### src/pkg/piuc_consts.svh
// Purpose: Shared constants of the interrupt unit.
// Assumes: Included by bare name from design files.
// Notes: Definitions only.
`ifndef PIUC_CONSTS_SVH
`define PIUC_CONSTS_SVH
// ==========================================
// Sizes and codes
`define PIUC_NPOS 16
`define PIUC_CNT_WIDTH 16
`define PIUC_CASCADE_TAG 4'hf
`define PIUC_PRESCALE_LAST 2'h3
// ==========================================
// Timing: counter input limits in kHz.
`define PIUC_REF_KHZ 50000
`define PIUC_CNT_MAX_KHZ 2500
`define PIUC_CNT_MAX_PRE_KHZ 10000
// Fewest ref_clk cycles per counter-clock period.
`define PIUC_CNT_MIN_CYC (`PIUC_REF_KHZ / `PIUC_CNT_MAX_PRE_KHZ)
`endif

### src/pkg/piuc_pkg.sv
// Purpose: State types of the interrupt unit.
// Assumes: Nothing.
// Notes: Each design module keeps its state in one struct.
package piuc_pkg;
  // ========================================
  // Per-position sensing unit state.
  typedef struct packed {
    logic s1;
    logic s2;
    logic prev;
    logic pend;
  } piuc_sense_type;
  // ========================================
  // Down counter state.
  typedef struct packed {
    logic [15:0] count;
    logic zero;
  } piuc_cnt_type;
  // ========================================
  // Top-level state.
  typedef struct packed {
    logic [15:0] isrv;
    logic [3:0] first;
    logic [7:0] vector;
    logic int_req;
    logic [1:0] pre_l;
    logic [1:0] pre_h;
    logic [7:0] gp_in;
    logic [7:0] gp_out;
    logic [7:0] gp_oe;
    logic cc1;
    logic cc2;
    logic cc_prev;
  } piuc_top_type;
endpackage

### src/design/piuc_sense.sv
// Purpose: Sensing and pending latch of one interrupt position.
// Assumes: pin is asynchronous; other inputs are on ref_clk.
// Notes: A set in the cycle of a clear wins.
`timescale 1ns/10ps
`default_nettype none
module piuc_sense
(
  // Clock and reset.
  input wire logic ref_clk,
  input wire logic rst_n,
  // Request pin and configuration.
  input wire logic pin,
  input wire logic hw_en,
  input wire logic edge_mode,
  input wire logic active_high,
  // Event sources.
  input wire logic soft_set,
  input wire logic cnt_set,
  input wire logic ack_clr,
  // Results.
  output logic pending,
  output logic level_sync
);
  piuc_pkg::piuc_sense_type s;
  piuc_pkg::piuc_sense_type next_s;
  logic act;
  logic act_prev;
  logic edge_ev;
  // ==========================================
  // Polarity and edge detection, read from the second sync stage only.
  always_comb
  begin
    act = active_high ? s.s2 : ~s.s2;
    act_prev = active_high ? s.prev : ~s.prev;
    edge_ev = hw_en & edge_mode & act & ~act_prev;
    next_s = s;
    next_s.s1 = pin;
    next_s.s2 = s.s1;
    next_s.prev = s.s2;
    // Set wins over the acknowledge clear.
    next_s.pend = (s.pend & ~ack_clr) | edge_ev | soft_set | cnt_set;
  end
  // Register the state.
  always_ff @(posedge ref_clk)
  begin
    if (!rst_n)
      s <= '0;
    else
      s <= next_s;
  end
  // Level mode requests stay while the input is active.
  assign pending = s.pend | (hw_en & ~edge_mode & act);
  assign level_sync = s.s2;
endmodule // piuc_sense
`default_nettype wire

### src/design/piuc_counter.sv
// Purpose: Auto-reloading down counter.
// Assumes: tick is a one-cycle pulse on ref_clk.
// Notes: Reload happens the cycle after zero is reached.
`timescale 1ns/10ps
`default_nettype none
`include "piuc_consts.svh"
module piuc_counter
#(
  parameter int WIDTH = `PIUC_CNT_WIDTH
)
(
  // Clock and reset.
  input wire logic ref_clk,
  input wire logic rst_n,
  // Control.
  input wire logic tick,
  input wire logic run,
  input wire logic load_cur,
  input wire logic [15:0] cur_value,
  input wire logic [15:0] start_value,
  // Status.
  output logic [15:0] count,
  output logic zero_evt
);
  piuc_pkg::piuc_cnt_type s;
  piuc_pkg::piuc_cnt_type next_s;
  // The state struct holds exactly sixteen bits of count.
  if (WIDTH != 16) $error("piuc_counter supports WIDTH 16 only");
  // ==========================================
  // Count, reload and halted load.
  always_comb
  begin
    next_s = s;
    next_s.zero = 1'b0;
    if (s.zero)
      next_s.count = start_value;
    else if (load_cur && !run)
      next_s.count = cur_value;
    else if (run && tick)
    begin
      if (s.count > 16'h1)
        next_s.count = s.count - 16'h1;
      else
      begin
        next_s.count = 16'h0;
        next_s.zero = 1'b1;
      end
    end
  end
  always_ff @(posedge ref_clk)
  begin
    if (!rst_n)
      s <= '0;
    else
      s <= next_s;
  end
  assign count = s.count;
  assign zero_evt = s.zero;
endmodule // piuc_counter
`default_nettype wire

### src/design/piuc_top.sv
// Purpose: Prioritized interrupt unit with two counters.
// Assumes: inta and reti are one-cycle pulses on ref_clk.
// Notes: Configuration is plain ports; no register bus.
`timescale 1ns/10ps
`default_nettype none
`include "piuc_consts.svh"
module piuc_top
#(
  parameter int NPOS = `PIUC_NPOS
)
(
  // Clock and reset.
  input wire logic ref_clk,
  input wire logic rst_n,
  // Request pins and shared port pins.
  input wire logic [15:0] req_pin,
  output logic [7:0] gpio_out,
  output logic [7:0] gpio_oe,
  input wire logic cnt_clk_pin,
  // Host acknowledge side.
  output logic int_req_n,
  input wire logic inta,
  input wire logic reti,
  output logic [7:0] vector,
  // Interrupt configuration.
  input wire logic bus16_mode,
  input wire logic [15:0] edge_mode,
  input wire logic [15:0] active_high,
  input wire logic [15:0] mask,
  input wire logic [15:0] cascade_sel,
  input wire logic [3:0] vec_base,
  input wire logic [3:0] first_prio,
  input wire logic first_prio_wr,
  input wire logic auto_rotate,
  input wire logic [7:0] soft_set,
  // General-purpose port.
  input wire logic [7:0] port_sel,
  input wire logic [7:0] port_dir,
  input wire logic [7:0] port_data,
  output logic [7:0] port_in,
  // Counters.
  input wire logic [15:0] low_counter_start_value,
  input wire logic [15:0] high_counter_start_value,
  input wire logic [15:0] cur_write_value,
  input wire logic low_cur_wr,
  input wire logic high_cur_wr,
  input wire logic run_low,
  input wire logic run_high,
  input wire logic prescale_low,
  input wire logic prescale_high,
  input wire logic chain,
  input wire logic irq_en_low,
  input wire logic irq_en_high,
  input wire logic [3:0] ptr_low,
  input wire logic [3:0] ptr_high,
  output logic [15:0] low_counter_current_value,
  output logic [15:0] high_counter_current_value,
  // Status.
  output logic [15:0] pending,
  output logic [15:0] in_service
);
  // Position count is fixed by the four-bit vector nibble.
  if (NPOS != 16) $error("piuc_top supports NPOS 16 only");
  // The counter pin must be sampled at least twice per period.
  if (`PIUC_CNT_MIN_CYC < 2) $error("reference clock too slow");

  // ==========================================
  // Priority helpers
  // Rank of a position below the current first priority.
  function automatic logic [3:0] rank(input logic [3:0] pos, input logic [3:0] first);
    rank = pos - first;
  endfunction
  // Highest-priority set bit, as {found, position}.
  function automatic logic [4:0] pick(input logic [15:0] v, input logic [3:0] first);
    logic [3:0] p;
    pick = 5'h00;
    for (int r = 15; r >= 0; r--)
    begin
      p = first + 4'(r);
      if (v[p])
        pick = {1'b1, p};
    end
  endfunction

  piuc_pkg::piuc_top_type s;
  piuc_pkg::piuc_top_type next_s;
  logic [15:0] hw_en; // Positions whose pin is a request input.
  logic [15:0] sw_set; // Software triggers per position.
  logic [15:0] cnt_set; // Counter zero triggers per position.
  logic [15:0] ack_clr; // Pending clear on acknowledge.
  logic [15:0] lvl; // Synchronised pin levels.
  logic [15:0] cand; // Unmasked pending requests.
  logic [4:0] cw; // Best candidate.
  logic [4:0] sw; // Top position in service.
  logic better; // Candidate beats all in service.
  logic casc; // Winning position is a cascade.
  logic cc_edge; // Rising edge of counter clock.
  logic run_l; // Effective low-counter run.
  logic pre_lo; // Effective low-counter prescale.
  logic tick_l;
  logic tick_h;
  logic zero_l;
  logic zero_h;

  // ==========================================
  // Position wiring
  // Even positions share pins with the port; in 16-bit mode those pins
  // carry data, so those positions are software only.
  always_comb
  begin
    for (int i = 0; i < 16; i++)
    begin
      if (i % 2 == 0)
      begin
        hw_en[i] = !bus16_mode && !port_sel[i/2];
        sw_set[i] = soft_set[i/2];
      end
      else
      begin
        hw_en[i] = 1'b1;
        sw_set[i] = 1'b0;
      end
      // In chain mode only the 32-bit end count raises a request.
      cnt_set[i] = (zero_l && irq_en_low && !chain && ptr_low == 4'(i))
        || (zero_h && irq_en_high && ptr_high == 4'(i));
    end
  end

  // One sensing unit per position.
  for (genvar g = 0; g < 16; g++)
  begin : g_pos
    piuc_sense u_sense (
      .ref_clk(ref_clk),
      .rst_n(rst_n),
      .pin(req_pin[g]),
      .hw_en(hw_en[g]),
      .edge_mode(edge_mode[g]),
      .active_high(active_high[g]),
      .soft_set(sw_set[g]),
      .cnt_set(cnt_set[g]),
      .ack_clr(ack_clr[g]),
      .pending(pending[g]),
      .level_sync(lvl[g])
    );
  end

  // ==========================================
  // Arbitration
  always_comb
  begin
    cand = pending & ~mask;
    cw = pick(cand, s.first);
    sw = pick(s.isrv, s.first);
    // Higher priority means lower rank.
    better = cw[4] && (!sw[4] || rank(cw[3:0], s.first) < rank(sw[3:0], s.first));
    casc = cascade_sel[cw[3:0]] && !bus16_mode;
    ack_clr = '0;
    if (inta && better)
      ack_clr[cw[3:0]] = 1'b1;
  end

  // ==========================================
  // Counter clock and prescaler
  // Chained counters follow the high counter's control bits.
  always_comb
  begin
    cc_edge = s.cc2 && !s.cc_prev;
    run_l = chain ? run_high : run_low;
    pre_lo = chain ? prescale_high : prescale_low;
    tick_l = cc_edge && (!pre_lo || s.pre_l == `PIUC_PRESCALE_LAST);
    if (chain)
      tick_h = zero_l;
    else
      tick_h = cc_edge && (!prescale_high || s.pre_h == `PIUC_PRESCALE_LAST);
  end

  // Two counters; a current-value write lands only when halted.
  piuc_counter u_low (
    .ref_clk(ref_clk),
    .rst_n(rst_n),
    .tick(tick_l),
    .run(run_l),
    .load_cur(low_cur_wr),
    .cur_value(cur_write_value),
    .start_value(low_counter_start_value),
    .count(low_counter_current_value),
    .zero_evt(zero_l)
  );
  piuc_counter u_high (
    .ref_clk(ref_clk),
    .rst_n(rst_n),
    .tick(tick_h),
    .run(run_high),
    .load_cur(high_cur_wr),
    .cur_value(cur_write_value),
    .start_value(high_counter_start_value),
    .count(high_counter_current_value),
    .zero_evt(zero_h)
  );

  // ==========================================
  // Next state
  always_comb
  begin
    next_s = s;
    // Counter clock pin synchroniser; edge uses second stage only.
    next_s.cc1 = cnt_clk_pin;
    next_s.cc2 = s.cc1;
    next_s.cc_prev = s.cc2;
    if (cc_edge && pre_lo)
      next_s.pre_l = s.pre_l + 2'h1;
    if (cc_edge && prescale_high)
      next_s.pre_h = s.pre_h + 2'h1;
    // Return from interrupt ends the top service first.
    if (reti && sw[4])
    begin
      next_s.isrv[sw[3:0]] = 1'b0;
      if (auto_rotate)
        next_s.first = sw[3:0] + 4'h1;
    end
    // Acknowledge sets service; it wins over a same-cycle return.
    if (inta && better)
    begin
      next_s.isrv[cw[3:0]] = 1'b1;
      if (casc)
        next_s.vector = {`PIUC_CASCADE_TAG, cw[3:0]};
      else
        next_s.vector = {vec_base, cw[3:0]};
    end
    // A software write of first priority overrides rotation.
    if (first_prio_wr)
      next_s.first = first_prio;
    // Re-arbitration runs every cycle, so it follows a return at once.
    next_s.int_req = better;
    // Port: drive only in 8-bit mode on selected output bits.
    next_s.gp_out = port_data;
    next_s.gp_oe = bus16_mode ? 8'h00 : (port_sel & port_dir);
    for (int i = 0; i < 8; i++)
      next_s.gp_in[i] = lvl[2*i];
  end

  // Reset leaves no request and no service: inactive until set up.
  always_ff @(posedge ref_clk)
  begin
    if (!rst_n)
      s <= '0;
    else
      s <= next_s;
  end

  // ==========================================
  // Outputs
  assign int_req_n = ~s.int_req;
  assign vector = s.vector;
  assign in_service = s.isrv;
  assign gpio_out = s.gp_out;
  assign gpio_oe = s.gp_oe;
  assign port_in = s.gp_in;
endmodule // piuc_top
`default_nettype wire

### config.mk
export PLATFORM = sky130hd
export DESIGN_NAME = piuc_top
export DESIGN_NICKNAME = d
export VERILOG_FILES = /design/src/pkg/piuc_pkg.sv /design/src/design/piuc_sense.sv /design/src/design/piuc_counter.sv /design/src/design/piuc_top.sv
export VERILOG_INCLUDE_DIRS = /design/src /design/src/pkg
export SDC_FILE = /design/constraint.sdc
export NUM_CORES = 1
export LEC_CHECK = 0
export ABC_AREA = 1
export BUFFER_PORTS_ARGS = -buffer_cell sky130_fd_sc_hd__buf_2
export CELL_PAD_IN_SITES_DETAIL_PLACEMENT = 1
export CELL_PAD_IN_SITES_GLOBAL_PLACEMENT = 2
export CORE_UTILIZATION = 31
export DETAILED_ROUTE_END_ITERATION = 10
export PLACE_DENSITY = 0.84
export SLEW_MARGIN = 20
export SYNTH_ARGS = -nofsm -noshare
export SYNTH_HDL_FRONTEND = slang
export SYNTH_HIERARCHICAL = 1
export SYNTH_SLANG_ARGS = --single-unit
### constraint.sdc
create_clock -name ref_clk -period 13.6 [get_ports ref_clk]
set_input_delay 0.68 -clock ref_clk [delete_from_list [all_inputs] [get_ports ref_clk]]
set_output_delay 0.68 -clock ref_clk [all_outputs]
set_load 0.01 [all_outputs]
==> metrics.txt <==
RSZ-0062 raised after global routing=false; final setup margin=6.43 ns; fraction of layout cells with a size suffix above 1=0.216; EDFF count, synth=0; Routed WL=around 49000 um; final clock period utilization by the worst path=0.528; maximum fanout along the worst path=32; # setup viols final=0; most frequent cells in the layout=nand2_1, buf_2, inv_1; placed instance area=~0.014 mm2; Layout area overhead=17.2%; Post-CTS Setup Inserts=0; Achievable Freq=between 100 and 150 MHz; fill count=5465; WP data required=around 14 ns; WP data arrival=between 7 and 8 ns; highest routed layer=met5; CTS tree=built; Lkg Pwr=between 8 and 9 nW; HP Start=req_pin[5]; Cell Area, Synth=0.0125 mm2; IO Count=290; Place WS=about 6.4 ns; total grt overflow=0; Async SR Flop Fraction=0; clk buf depth=2; DP HPWL=39900 um; commonest non-fill, non-tap cell in the layout=nand2_1; WL/cell=17.4 um; Die X=202 um; metal3 WL=about 1800 um; post-cts resize count=0; IO buf count=289; Worst-Skew Late Latency=between 0.4 and 0.5 ns; post-synthesis cell type count=52; Final Max Slew Viols=0; R2R setup slack=about 6.4 ns; Min-Delay Path Class=input pin to flop; gr usage total=0.236; die area=just over 0.04 mm2; most used cell, CP=nand2_1; status=complete, no violations; 1st-iter DRT viols=roughly 610; final instance area=~0.015 mm2; Primary FF master, synth=dfxtp_1; Slowest cell on crit path=ha_1; Core Box Area=between 0.03 and 0.04 mm2; Finished Core Util=0.368; largest net degree at the start of global routing=53; Initial Utilization=0.314; # DRC=0; FF-to-FF path depth=35; WL met1=about 21000 um; final net count=around 2500; RD Place Congestion=between 0.9 and 1; Final Hold Fails=0; Detail Route Antenna Nets=0; CTS clk-pin slew, worst paths=roughly 0.080 ns; Tmin final=between 7 and 8 ns; Syn Area/Cell=6.15 um2; Crit path largest cell delay=between 0.8 and 0.9 ns; Syn. warnings=6; drt pass-1 iters=5; TNS Setup=0 ns; reg2reg start=s[41]$_SDFFE_PN0P_; die height=between 200 and 250 um; worst relative slew slack=0.407; sequential fraction of the synthesis area=0.254; Vias/cell=~4.8; CP Launch Type=flop; Worst Setup End Kind=flop; max cap viols=0; Hold Path End=g_pos[5].u_sense/next_s[2]$_SDFF_PN0_; Worst Max-Slew Pin Slew=between 0.8 and 0.9 ns; vias=13400; initial antenna violation count=13; hold depth=3; Setup crit start=s[41]$_SDFFE_PN0P_; vias in the first global route=around 13000; top cells by area, synth=dfxtp_1, nand2_1, inv_1; CTS sink cnt=around 160; first-pass GRT wire length=approximately 75000 um; type of the worst setup path=flop to flop; reg2reg end=g_pos[14].u_sense/s[0]$_SDFF_PN0_; Max rail drop VDD=0.201 mV; gate count after technology mapping=~2000; CTS Buf Count=17; CTS Hold Bufs=0; WL met2=roughly 25000 um; post-synth top area share=0.254; Clock Skew=0.0139 ns; clock root cell=clkbuf_16; row cnt=between 70 and 80; #FFs+latches synth=between 150 and 200; area leader, netlist=dfxtp_1; htree depth=4; Power Density=between 200 and 250 mW/mm2
-- critical path, delay by kind of cell (launching register included) --
kind	cells	cell delay (ns)
buf+inv	6	1.76
fa+ha+maj	3	1.60
simple gates	16	1.62
flops	1	0.32
compound gates	10	1.72
-- per-layer routing --
layer  up-vias  GRT usage
met5         -          0
li1       6785          -
met3        65     0.0368
met4        14     0.0704
met2       234      0.425
met1      6317      0.288
-- state kept, by name, indices dropped and copies added (netlist names) --
signal	flops
g_pos.u_sense/level_sync	16
g_pos.u_sense/next_s	16
g_pos.u_sense/s	32
gpio_oe	8
gpio_out	8
in_service	16
next_s	2
port_in	8
s	10
u_high/count	16
u_high/zero_evt	1
u_low/count	16
u_low/zero_evt	1
vector	8
-- layout make-up --
cell class | instances | area (um2) | area share
Multi-Input combinational cell | 1505 | 7640 | 0.523
Sequential cell | 158 | 3160 | 0.217
Timing Repair Buffer | 293 | 1480 | 0.101
Inverter | 290 | 1090 | 0.0749
Tap cell | 525 | 657 | 0.0450
Clock buffer | 20 | 447 | 0.0306
Clock inverter | 12 | 104 | 0.00711
Antenna cell | 6 | 15.0 | 0.00103
-- kinds of logic after synthesis --
family / count (synthesis) / synth area share
XOR/XNOR: 40 / 0.0314
AND/OR/NAND/NOR: 1079 / 0.382
AO/OA/AOI/OAI: 334 / 0.163
buffers and inverters: 384 / 0.139
adder cells (fa/ha/maj): 28 / 0.0293
other: 2 / 0.000603
flip-flops: 158 / 0.254
-- through the flow --
stage	std cells	power, mW	hold slack (ns)
after floorplan	2047	2.41	0.390
after global placement	2771	3.08	0.394
after detailed placement	2771	3.14	0.399
after CTS	2803	3.62	0.387
after global routing	2807	3.94	0.392
final	2809	3.60	0.406
-- power by group --
| group | internal (mW) | switching [mW] |
|---|---|---|
| sequential | 0.520 | 0.0460 |
| combinational | 0.778 | 1.79 |
| clock | 0.242 | 0.217 |
| total | 1.54 | 2.06 |
-- how the worst max path moves through the flow --
stage,end,slack [ns],cells past startpoint
finish,g_pos[14].u_sense/s[0]$_SDFF_PN0_,6.43,35
global route,g_pos[14].u_sense/s[0]$_SDFF_PN0_,5.77,41
CTS,g_pos[14].u_sense/s[0]$_SDFF_PN0_,6.40,35
detailed placement,g_pos[14].u_sense/s[0]$_SDFF_PN0_,6.43,35
global placement,g_pos[10].u_sense/s[0]$_SDFF_PN0_,6.71,42
floorplan,g_pos[14].u_sense/s[0]$_SDFF_PN0_,8.08,42
-- synthesized netlist by cell type, types with 9 or more instances --
cell,number
nor2_4,10
o22ai_1,9
buf_4,53
or2_2,27
o21bai_2,16
inv_1,269
a21oi_2,26
o21ai_0,74
nor2_1,100
clkbuf_1,16
inv_2,13
ha_1,26
xnor2_1,26
o21a_1,20
dfxtp_1,158
nor2_2,26
nand3_1,148
xor2_1,10
buf_2,13
buf_6,10
nand2_1,690
a21oi_1,120
nand2_2,20
o21ai_1,37
nand3b_1,28
No activity file was read; power rests on OpenSTA's default activity.
